## src/logic/cohb_pkg.sv

```systemverilog
// constants for the tolerance judgment and batch input block
// assumes a 20 MHz ref_clk and a simple strobe register port
package cohb_pkg;
	// ************************************************************
	// widths and sizes
	// ************************************************************
	localparam int ADDR_W = 8;
	localparam int VAL_W = 32;
	localparam int HYS_W = 21;
	localparam int EXP_N = 4;
	localparam int CMD_W = 5;
	// ************************************************************
	// register offsets
	// ************************************************************
	localparam logic [7:0] OFS_CTRL = 8'h00;
	localparam logic [7:0] OFS_HYST = 8'h04;
	localparam logic [7:0] OFS_HIGH = 8'h08;
	localparam logic [7:0] OFS_LOW = 8'h0c;
	localparam logic [7:0] OFS_OHIGH = 8'h10;
	localparam logic [7:0] OFS_OLOW = 8'h14;
	localparam logic [7:0] OFS_TRIG = 8'h18;
	localparam logic [7:0] OFS_STAT = 8'h1c;
	localparam logic [7:0] OFS_PV = 8'h20;
	localparam logic [7:0] OFS_DISP = 8'h24;
	// ************************************************************
	// control fields
	// ************************************************************
	localparam int CTRL_NC_BIT = 0;
	localparam int CTRL_RES_LSB = 1;
	localparam int CTRL_BATCH_BIT = 3;
	// ************************************************************
	// reset values, values in 0.0001 mm units
	// ************************************************************
	localparam logic [1:0] RES_RST = 2'h0;
	localparam logic [HYS_W-1:0] HYS_RST = 21'h00_001e;
	localparam logic [HYS_W-1:0] HYS_MAX = 21'h1e_847f;
	localparam logic [VAL_W-1:0] HIGH_RST = 32'h0000_0064;
	localparam logic [VAL_W-1:0] LOW_RST = 32'hffff_ff9c;
	localparam logic [VAL_W-1:0] OHIGH_RST = 32'h0000_00c8;
	localparam logic [VAL_W-1:0] OLOW_RST = 32'hffff_ff38;
	localparam logic [VAL_W-1:0] TRIG_RST = 32'h0000_0000;
	// ************************************************************
	// display steps in 0.0001 mm units
	// ************************************************************
	localparam logic signed [VAL_W-1:0] STEP_0 = 32'sh0000_0001;
	localparam logic signed [VAL_W-1:0] STEP_1 = 32'sh0000_000a;
	localparam logic signed [VAL_W-1:0] STEP_2 = 32'sh0000_0064;
	localparam logic signed [VAL_W-1:0] STEP_3 = 32'sh0000_03e8;
	// input command bit positions
	localparam int CMD_TIMING = 0;
	localparam int CMD_PRESET = 1;
	localparam int CMD_RESET = 2;
	localparam int CMD_BANK_A = 3;
	localparam int CMD_BANK_B = 4;
endpackage

```

## src/logic/cohb_judge.sv

```systemverilog
// tolerance judgment with hysteresis, output polarity, display rounding
// and batch forwarding of external inputs to expansion units
// assumes present_value comes from logic on ref_clk; pins are async
//
// Operation
// normally open is default: outputs active when criterion met.
// normally closed inverts every tolerance output; here trigger_out is left uninverted.
// display resolution has four steps, finest at reset.
// resolution shapes displayed values only; judgment uses full value.
// one hysteresis amount serves all four thresholds and trigger level.
// spindle limit outputs use no hysteresis.
// assert and release points differ by the hysteresis amount.
// hysteresis programmable over full range, three micrometres at reset.
// zero hysteresis gives direct comparison with no band.
// batch mode forwards timing, preset, reset, bank a and b inputs.
// in batch mode each main input event acts in every expansion unit.
// in batch mode expansion units' own input lines are ignored.
// batch selection only takes effect with an expansion unit attached.
// by default every unit follows only its own input lines.
// controller keeps longer minimum input pulses in batch mode; here no pulse width is enforced in either mode.
// outer high sits above high, outer low below low.
// upper asserts above threshold, releases at threshold minus hysteresis.
// pass is active exactly when neither high nor low judgment is.
//
// The implementer's own choices: the register offsets and the address-and-strobe port.
`timescale 1ns/100ps
`default_nettype none
module cohb_judge
(
	// clock and reset
	input wire logic ref_clk,
	input wire logic srst,
	// register port
	input wire logic [cohb_pkg::ADDR_W-1:0] reg_addr,
	input wire logic [31:0] reg_wdata,
	input wire logic reg_wr,
	input wire logic reg_rd,
	output logic [31:0] reg_rdata,
	// measurement
	input wire logic signed [cohb_pkg::VAL_W-1:0] present_value,
	output logic signed [cohb_pkg::VAL_W-1:0] display_value,
	// tolerance outputs
	output logic high_out,
	output logic pass_out,
	output logic low_out,
	output logic outer_high_out,
	output logic outer_low_out,
	output logic trigger_out,
	// spindle limit pins and outputs
	input wire logic limit_extend_pin,
	input wire logic limit_retract_pin,
	output logic limit_extend_out,
	output logic limit_retract_out,
	// external inputs and expansion units
	input wire logic [cohb_pkg::CMD_W-1:0] main_in_pin,
	input wire logic [cohb_pkg::EXP_N*cohb_pkg::CMD_W-1:0] exp_in_pin,
	input wire logic [cohb_pkg::EXP_N-1:0] exp_attached_pin,
	output logic [cohb_pkg::CMD_W-1:0] main_cmd,
	output logic [cohb_pkg::EXP_N*cohb_pkg::CMD_W-1:0] exp_cmd
);
	import cohb_pkg::*;
	localparam int PW = EXP_N * CMD_W + EXP_N + CMD_W + 2;

	// ************************************************************
	// pin synchronisers
	// ************************************************************
	logic [PW-1:0] pin_meta;
	logic [PW-1:0] pin_sync;
	logic [PW-1:0] pin_raw;
	logic [CMD_W-1:0] main_s;
	logic [EXP_N*CMD_W-1:0] exp_s;
	logic [EXP_N-1:0] att_s;
	logic lim_ext_s;
	logic lim_ret_s;

	// two flops per pin, only the second is read
	assign pin_raw = {exp_in_pin, exp_attached_pin, main_in_pin,
		limit_extend_pin, limit_retract_pin};
	always_ff @(posedge ref_clk)
	begin
		if (srst)
		begin
			pin_meta <= '0;
			pin_sync <= '0;
		end
		else
		begin
			pin_meta <= pin_raw;
			pin_sync <= pin_meta;
		end
	end
	assign {exp_s, att_s, main_s, lim_ext_s, lim_ret_s} = pin_sync;

	// ************************************************************
	// registers
	// ************************************************************
	logic nc_mode, next_nc_mode;
	logic [1:0] res_sel, next_res_sel;
	logic batch_en, next_batch_en;
	logic [HYS_W-1:0] hys, next_hys;
	logic signed [VAL_W-1:0] th_high, next_th_high;
	logic signed [VAL_W-1:0] th_low, next_th_low;
	logic signed [VAL_W-1:0] th_ohigh, next_th_ohigh;
	logic signed [VAL_W-1:0] th_olow, next_th_olow;
	logic signed [VAL_W-1:0] th_trig, next_th_trig;
	logic [31:0] next_reg_rdata;
	logic j_high, j_low, j_ohigh, j_olow, j_trig;
	logic j_pass;

	// register writes and read mux
	always_comb
	begin
		next_nc_mode = nc_mode;
		next_res_sel = res_sel;
		next_batch_en = batch_en;
		next_hys = hys;
		next_th_high = th_high;
		next_th_low = th_low;
		next_th_ohigh = th_ohigh;
		next_th_olow = th_olow;
		next_th_trig = th_trig;
		next_reg_rdata = 32'h0000_0000;
		if (reg_wr)
		begin
			unique case (reg_addr)
				OFS_CTRL:
				begin
					next_nc_mode = reg_wdata[CTRL_NC_BIT];
					next_res_sel = reg_wdata[CTRL_RES_LSB +: 2];
					next_batch_en = reg_wdata[CTRL_BATCH_BIT];
				end
				OFS_HYST:
				begin
					// clamp to top of range
					if (reg_wdata[HYS_W-1:0] > HYS_MAX || |reg_wdata[31:HYS_W])
						next_hys = HYS_MAX;
					else
						next_hys = reg_wdata[HYS_W-1:0];
				end
				OFS_HIGH: next_th_high = reg_wdata;
				OFS_LOW: next_th_low = reg_wdata;
				OFS_OHIGH: next_th_ohigh = reg_wdata;
				OFS_OLOW: next_th_olow = reg_wdata;
				OFS_TRIG: next_th_trig = reg_wdata;
				default: ;
			endcase
		end
		if (reg_rd)
		begin
			unique case (reg_addr)
				OFS_CTRL: next_reg_rdata = {28'h000_0000, batch_en,
					res_sel, nc_mode};
				OFS_HYST: next_reg_rdata = {11'h000, hys};
				OFS_HIGH: next_reg_rdata = th_high;
				OFS_LOW: next_reg_rdata = th_low;
				OFS_OHIGH: next_reg_rdata = th_ohigh;
				OFS_OLOW: next_reg_rdata = th_olow;
				OFS_TRIG: next_reg_rdata = th_trig;
				OFS_STAT: next_reg_rdata = {24'h00_0000, lim_ext_s,
					lim_ret_s, j_trig, j_olow, j_ohigh, j_low, j_pass,
					j_high};
				OFS_PV: next_reg_rdata = present_value;
				OFS_DISP: next_reg_rdata = display_value;
				default: next_reg_rdata = 32'h0000_0000;
			endcase
		end
	end

	// register storage
	always_ff @(posedge ref_clk)
	begin
		if (srst)
		begin
			nc_mode <= 1'b0;
			res_sel <= RES_RST;
			batch_en <= 1'b0;
			hys <= HYS_RST;
			th_high <= HIGH_RST;
			th_low <= LOW_RST;
			th_ohigh <= OHIGH_RST;
			th_olow <= OLOW_RST;
			th_trig <= TRIG_RST;
			reg_rdata <= 32'h0000_0000;
		end
		else
		begin
			nc_mode <= next_nc_mode;
			res_sel <= next_res_sel;
			batch_en <= next_batch_en;
			hys <= next_hys;
			th_high <= next_th_high;
			th_low <= next_th_low;
			th_ohigh <= next_th_ohigh;
			th_olow <= next_th_olow;
			th_trig <= next_th_trig;
			reg_rdata <= next_reg_rdata;
		end
	end

	// ************************************************************
	// judgment with hysteresis
	// ************************************************************
	logic signed [VAL_W+1:0] pv_x, hys_x;
	logic signed [VAL_W+1:0] hi_x, lo_x, oh_x, ol_x, tr_x;
	logic next_j_high, next_j_low, next_j_ohigh, next_j_olow, next_j_trig;

	// upper side: set above, clear at or below threshold minus band
	function automatic logic upper(input logic cur,
		input logic signed [VAL_W+1:0] pv, input logic signed [VAL_W+1:0] th,
		input logic signed [VAL_W+1:0] band);
		upper = cur ? (pv > th - band) : (pv > th);
	endfunction

	// lower side: set below, clear at or above threshold plus band
	function automatic logic lower(input logic cur,
		input logic signed [VAL_W+1:0] pv, input logic signed [VAL_W+1:0] th,
		input logic signed [VAL_W+1:0] band);
		lower = cur ? (pv < th + band) : (pv < th);
	endfunction

	// full-resolution value, one shared band; sign-widened so no sum wraps
	assign pv_x = (VAL_W+2)'(present_value);
	assign hys_x = {13'h0000, hys};
	assign hi_x = (VAL_W+2)'(th_high);
	assign lo_x = (VAL_W+2)'(th_low);
	assign oh_x = (VAL_W+2)'(th_ohigh);
	assign ol_x = (VAL_W+2)'(th_olow);
	assign tr_x = (VAL_W+2)'(th_trig);
	always_comb
	begin
		next_j_high = upper(j_high, pv_x, hi_x, hys_x);
		next_j_ohigh = upper(j_ohigh, pv_x, oh_x, hys_x);
		next_j_trig = upper(j_trig, pv_x, tr_x, hys_x);
		next_j_low = lower(j_low, pv_x, lo_x, hys_x);
		next_j_olow = lower(j_olow, pv_x, ol_x, hys_x);
	end
	assign j_pass = !(j_high || j_low);

	// judgment state
	always_ff @(posedge ref_clk)
	begin
		if (srst)
		begin
			{j_high, j_low, j_ohigh, j_olow, j_trig} <= 5'h00;
		end
		else
		begin
			j_high <= next_j_high;
			j_low <= next_j_low;
			j_ohigh <= next_j_ohigh;
			j_olow <= next_j_olow;
			j_trig <= next_j_trig;
		end
	end

	// ************************************************************
	// output polarity, limits and display
	// ************************************************************
	logic signed [VAL_W-1:0] next_display_value;
	logic signed [VAL_W-1:0] step;

	// display rounds toward zero to the chosen step
	always_comb
	begin
		unique case (res_sel)
			2'h0: step = STEP_0;
			2'h1: step = STEP_1;
			2'h2: step = STEP_2;
			2'h3: step = STEP_3;
		endcase
		next_display_value = (present_value / step) * step;
	end

	// polarity applied last, limits pass with no band
	always_ff @(posedge ref_clk)
	begin
		if (srst)
		begin
			high_out <= 1'b0;
			pass_out <= 1'b0;
			low_out <= 1'b0;
			outer_high_out <= 1'b0;
			outer_low_out <= 1'b0;
			trigger_out <= 1'b0;
			limit_extend_out <= 1'b0;
			limit_retract_out <= 1'b0;
			display_value <= 32'sh0000_0000;
		end
		else
		begin
			high_out <= j_high ^ nc_mode;
			pass_out <= j_pass ^ nc_mode;
			low_out <= j_low ^ nc_mode;
			outer_high_out <= j_ohigh ^ nc_mode;
			outer_low_out <= j_olow ^ nc_mode;
			trigger_out <= j_trig;
			limit_extend_out <= lim_ext_s;
			limit_retract_out <= lim_ret_s;
			display_value <= next_display_value;
		end
	end

	// ************************************************************
	// input routing to expansion units
	// ************************************************************
	logic batch_act;
	logic [EXP_N*CMD_W-1:0] next_exp_cmd;

	// batch only counts when something is attached
	assign batch_act = batch_en && |att_s;
	for (genvar k = 0; k < EXP_N; k++)
	begin : g_unit
		// one driver per slice, unattached units see nothing
		assign next_exp_cmd[k*CMD_W +: CMD_W] = !att_s[k] ? '0 :
			batch_act ? main_s : exp_s[k*CMD_W +: CMD_W];
	end

	// routed commands
	always_ff @(posedge ref_clk)
	begin
		if (srst)
		begin
			main_cmd <= '0;
			exp_cmd <= '0;
		end
		else
		begin
			main_cmd <= main_s;
			exp_cmd <= next_exp_cmd;
		end
	end
endmodule
`default_nettype wire

```

## config.mk

```make
export PLATFORM = sky130hd
export DESIGN_NAME = cohb_judge
export DESIGN_NICKNAME = d
export VERILOG_FILES = /design/src/logic/cohb_pkg.sv /design/src/logic/cohb_judge.sv
export SDC_FILE = /design/constraint.sdc
export NUM_CORES = 2
export LEC_CHECK = 0
export ABC_AREA = 0
export BUFFER_PORTS_ARGS = -buffer_cell sky130_fd_sc_hd__clkbuf_2
export CAP_MARGIN = 25
export CORE_UTILIZATION = 25
export CTS_BUF_LIST = sky130_fd_sc_hd__clkbuf_8 sky130_fd_sc_hd__clkbuf_16
export CTS_CLUSTER_DIAMETER = 200
export DETAILED_ROUTE_END_ITERATION = 12
export HOLD_SLACK_MARGIN = 0.08
export SLEW_MARGIN = 20
export SYNTH_ARGS = -nofsm -noshare
export SYNTH_HDL_FRONTEND = slang
export SYNTH_SLANG_ARGS = --single-unit
```

## constraint.sdc

```tcl
create_clock -name ref_clk -period 220.1 [get_ports ref_clk]
set_input_delay 22.01 -clock ref_clk [delete_from_list [all_inputs] [get_ports ref_clk]]
set_output_delay 22.01 -clock ref_clk [all_outputs]
set_load 0.03 [all_outputs]
```

### Word level (Yosys, flattened, before mapping)

Cells that the tools add are included.
W data, S select, Z words.

* word-level logic and storage cells: 103
* flip-flop bits (word level): 349
* input bits: 107

* $add $sub $neg: 5
* $lt $le $gt $ge: 11
* reduce and logical (&&, ||, !) cells: 20
* divide/modulo/power cells: 1
* bitwise logic cells: 10
* eq/ne operators: 12
* $mul: 1
* muxes and demuxes: 12

Operator list (number)
* $pmux W32 S10: 1
* $pmux W32 S4: 1
* $gt A32 B33 Y1: 3
* $sub A32 B22 Y33: 3
* $gt A32 B32 Y1: 3
* $add A32 B22 Y33: 2
* $lt A32 B33 Y1: 2
* $lt A32 B32 Y1: 2
* $div A32 B32 Y32: 1
* $eq A8 B5 Y1 const B: 4
* $mul A32 B32 Y32: 1
* $gt A21 B21 Y1 const B: 1
* $mux W21: 1
* $mux W5: 4
* $eq A8 B4 Y1 const B: 2
* $eq A8 B6 Y1 const B: 2
* $reduce_and A2 Y1: 7
* $reduce_or A11 Y1: 1
* $reduce_or A2 Y1: 5
* $eq A8 B3 Y1 const B: 1
* $logic_not A8 Y1: 1
* $mux W1: 5
* $not A1 Y1: 5
* $xor A1 B1 Y1: 5
* 7 further kinds: 9

### Longest topological paths before layout

* depth after elaboration: 4
* depth in mapped cells: 450
* mapped depth without buffers: 412

### Worst setup path after synthesis

Ideal clock, no wire load.

* path type: in2reg
* start point: input present_value[2] (netlist name)
* end point: register display_value[31] (netlist name)
* setup time: 128 ps
* arrival: 101365 ps
* cell stages on the path: 420
* path slack: 118607 ps
* buffers on the path: 40
* cells stage by stage: clkbuf_1 > or4_1 > clkbuf_1 > clkbuf_1 > nor3_1 > nand3_1 > nor3_1 > ha_1 > a21oi_1 > ha_1 > o21a_1 > nor2_1 > a21o_1 > a21o_1 > ha_1 > a21oi_1 > and2_1 > nor2_1 > [... 384 more ...] > a21oi_1 > o21bai_1 > a21oi_1 > o21bai_1 > a21oi_1 > o21bai_1 > a21oi_1 > o21bai_1 > a21oi_1 > o21bai_1 > a21oi_1 > o21bai_1 > a21oi_1 > xnor2_1 > xnor2_1 > xnor2_1 > xnor2_1 > nor2_1

* cells in the longest elaborated chain, start to end: 2

RTL lines
* start, declared: RTL line cohb_judge.sv:40 `input wire logic signed [cohb_pkg::VAL_W-1:0] present_value,`
* $div A32 B32 Y32: RTL line cohb_judge.sv:271 `next_display_value = (present_value / step) * step;`
* $mul A32 B32 Y32: RTL line cohb_judge.sv:271
* end signal, assigned: RTL line cohb_judge.sv:299 `display_value <= next_display_value;`
* end, declared: RTL line cohb_judge.sv:41 `output logic signed [cohb_pkg::VAL_W-1:0] display_value,`

No other way between the ends.
A chain may end at the register's enable or synchronous reset.

### Final worst setup path

* start point: input present_value[5] (netlist name)
* end point: register display_value[31] (netlist name)

The elaborated chain is that of the path after synthesis.

==> flow_metrics.env <==
export IMPL_post_cts_buffers=0
export IMPL_synth_area_leaders="ha_1, dfxtp_1, fa_1"
export IMPL_numClockSinks=349
export IMPL_antenna_found_initial=17
export IMPL_cpMaxStageDelayCell="a2111oi_1"
export IMPL_ant_nets=0
export IMPL_vias=56579
export IMPL_synth_top_family_by_area="adder cells"
export IMPL_wl_per_cell_um=20.7
export IMPL_syn_inst=7512
export IMPL_vias_per_cell=5.32
export IMPL_ys_ff_latch=349
export IMPL_r2r_cells=390
export IMPL_die_w_um=477
export IMPL_yosysTopAreaCell="ha_1"
export IMPL_wirelength_um=220000
export IMPL_worstSkewPairLatency_ps=610
export IMPL_crit_type="input port to flop"
export IMPL_worstPathArrival_ps=116600
export IMPL_hold_violations=0
export IMPL_portBuffers=203
export IMPL_finalClockSkew_ps=46.1
export IMPL_rr_startpoint="res_sel[1]"
export IMPL_synth_xor_area_frac=0.0735
export IMPL_fin_nets=8730
export IMPL_async_flop_share=0
export IMPL_max_slew_margin=0.218
export IMPL_layout_setup_ws_ps=103960
export IMPL_path_common_cell="a21oi_1"
export IMPL_path_clk_slew_ps=70
export IMPL_fill_cells=24355
export IMPL_cts_max_level=2
export IMPL_dominantRegCellSynth="dfxtp_1"
export IMPL_dr_pass1_iters=8
export IMPL_coreArea_mm2=0.225
export IMPL_gp_congestion=0.952
export IMPL_tns_ps=0
export IMPL_fin_hold_ws_ps=439
export IMPL_synth_nets=8638
export IMPL_timing_max_cap_violations=0
export IMPL_yosysSeqAreaShare=0.124
export IMPL_grt_pass1_wl_um=333000
export IMPL_outcome="finished clean"
export IMPL_drcViolationCount=0
export IMPL_ys_types=131
export IMPL_rows=174
export IMPL_cts_buffers=38
export IMPL_clockBufferDepth=3
export IMPL_place_hpwl_um=176000
export IMPL_min_period_ps=116140
export IMPL_cts_tree="yes"
export IMPL_grt_ovfl_total=0
export IMPL_cts_resized=0
export IMPL_r2r_end="display_value[31]"
export IMPL_worstHoldPathType="flop to flop"
export IMPL_yosys_warnings=0
export IMPL_syn_to_final_growth_pct=10.4
export IMPL_final_layout_size_suffix_gt1_frac=0.0754
export IMPL_syn_avg_cell_area_um2=7.52
export IMPL_worst_slew_pin_slew_ps=1160
export IMPL_critPathLaunch="present_value[5]"
export IMPL_slew_violations=0
export IMPL_muxShareOfSynthArea=0.0218
export IMPL_mostFrequentLayoutCell="ha_1"
export IMPL_crit_cells=395
export IMPL_fin_crit_sh=0.528
export IMPL_critPathBufInv=26
export IMPL_synth_fa_ha_area_frac=0.249
export IMPL_synth_top_area_frac=0.187
export IMPL_slowest_delay_ps=970
export IMPL_syn_area_mm2=0.0565
export IMPL_rsz0062_at_grt="false"
export IMPL_dieArea_mm2=0.228
export IMPL_synthSimpleGateAreaFrac=0.221
export IMPL_grt_pass1_vias=55956
export IMPL_cp_max_fo=29
export IMPL_io_pins=204
export IMPL_crit_path_start_kind="input port"
export IMPL_cts_root_buf="clkbuf_16"
export IMPL_cp_top_family="compound AO/OA/AOI/OAI gates"
export IMPL_required_ps=220560
export IMPL_crit_path_end="display_value[31]"
export IMPL_synth_edf_count=0
export IMPL_place_ws_ps=104980
export IMPL_postCtsHoldBufs=0
export IMPL_mostFrequentLayoutCells="ha_1, inv_1, nand2_1"
export IMPL_grt_start_max_net_pins=91
export IMPL_synth_compound_area_frac=0.244
export IMPL_setup_violations=0
export IMPL_drt_iter0_drc=4605
export IMPL_floorplan_initialDensity=0.251
export IMPL_finish_instance_area_mm2=0.0623
export IMPL_rrSetupSlack_ps=125960
export IMPL_crit_path_end_kind="flop"
export IMPL_die_h_um=477
export IMPL_max_freq_mhz=8.61
export IMPL_post_dp_cell_area_mm2=0.0610
export IMPL_grt_usage=0.185
[synth_stat cells (37+ instances only)]
cell	count
a211oi_1	51
a21o_1	153
a21oi_1	659
a221oi_1	37
a22oi_1	40
a31oi_1	64
and2_1	91
and3_1	39
clkbuf_1	177
dfxtp_1	349
fa_1	173
ha_1	846
inv_1	745
mux2_2	39
mux2i_1	74
nand2_1	700
nand2b_1	153
nand3_1	160
nand4_1	125
nor2_1	530
nor2b_1	193
nor3_1	172
nor4_1	57
o211ai_1	115
o21a_1	93
o21ai_0	348
o21ai_1	38
o21bai_1	85
o31ai_1	68
or2_2	51
or3_1	46
xnor2_1	350
xor2_1	120
[cell families (layout without fill, tap and decap cells)]
kind of cell / after synthesis / count (layout)
muxes: 117 / 117
buffers and inverters: 982 / 1098
and+or+nand+nor: 2479 / 2479
DFF: 349 / 349
other: 0 / 6
AOI/OAI and AO/OA: 2092 / 2092
adders and majority gates: 1021 / 1021
xor gates and xnor gates: 472 / 472
[worst register-to-register path: cells and delay by family (launching register included)]
family	cells	cell delay (ps)
AOI/OAI and AO/OA	180	39680
and+or+nand+nor	131	32370
adders and majority gates	40	14130
buffers and inverters	26	3870
muxes	7	2160
xor gates and xnor gates	6	1280
DFF	1	560
[cell type report]
type | count | area, um2 | area share
Multi-Input combinational cell | 6181 | 45800 | 0.735
Sequential cell | 349 | 6990 | 0.112
Tap cell | 2992 | 3740 | 0.0600
Inverter | 749 | 2810 | 0.0451
Timing Repair Buffer | 285 | 1640 | 0.0264
Clock buffer | 43 | 1020 | 0.0164
Clock inverter | 21 | 319 | 0.00512
Antenna cell | 6 | 15.0 | 0.000241
[worst min path at each step]
stage | slack [ps] | endpoint | cells after the start | from
2_1_floorplan | 410 | pin_sync[0] | 1 | pin_meta[0]
3_3_place_gp | 420 | pin_sync[22] | 1 | pin_meta[22]
3_5_place_dp | 420 | pin_sync[17] | 1 | pin_meta[17]
4_1_cts | 440 | pin_sync[27] | 1 | pin_meta[27]
5_1_grt | 460 | exp_cmd[17] | 2 | pin_sync[28]
6_report | 440 | pin_sync[3] | 1 | pin_meta[3]
[sequential cells by signal, summed over array words and instances (netlist names), 2 cells and up]
signal and count:
th_trig 32, th_olow 32, main_cmd 5, pin_meta 31
hys 21, th_low 32, th_ohigh 32, th_high 32
reg_rdata 32, res_sel 2, exp_cmd 20, display_value 32
pin_sync 31
[layer usage]
| layer | track usage | part of all wire | vias to the layer above |
|---|---|---|---|
| li1 | - | - | 27017 |
| met1 | 0.232 | 0.43 | 27093 |
| met5 | 0 | 0.00021 | - |
| met2 | 0.312 | 0.46 | 2009 |
| met3 | 0.0199 | 0.058 | 454 |
| met4 | 0.0920 | 0.055 | 6 |
[metrics by stage]
| step | cells | util |
|---|---|---|
| 3_5_place_dp | 10555 | 0.271 |
| 4_1_cts | 10619 | 0.277 |
| 5_1_grt | 10624 | 0.277 |
| 3_3_place_gp | 10555 | 0.271 |
| 6_report | 10626 | 0.277 |
| 2_1_floorplan | 7512 | - |
Power is left out: the tool's default activity adds up to more than one toggle a clock period on the data nets, which glitch-free logic cannot reach.
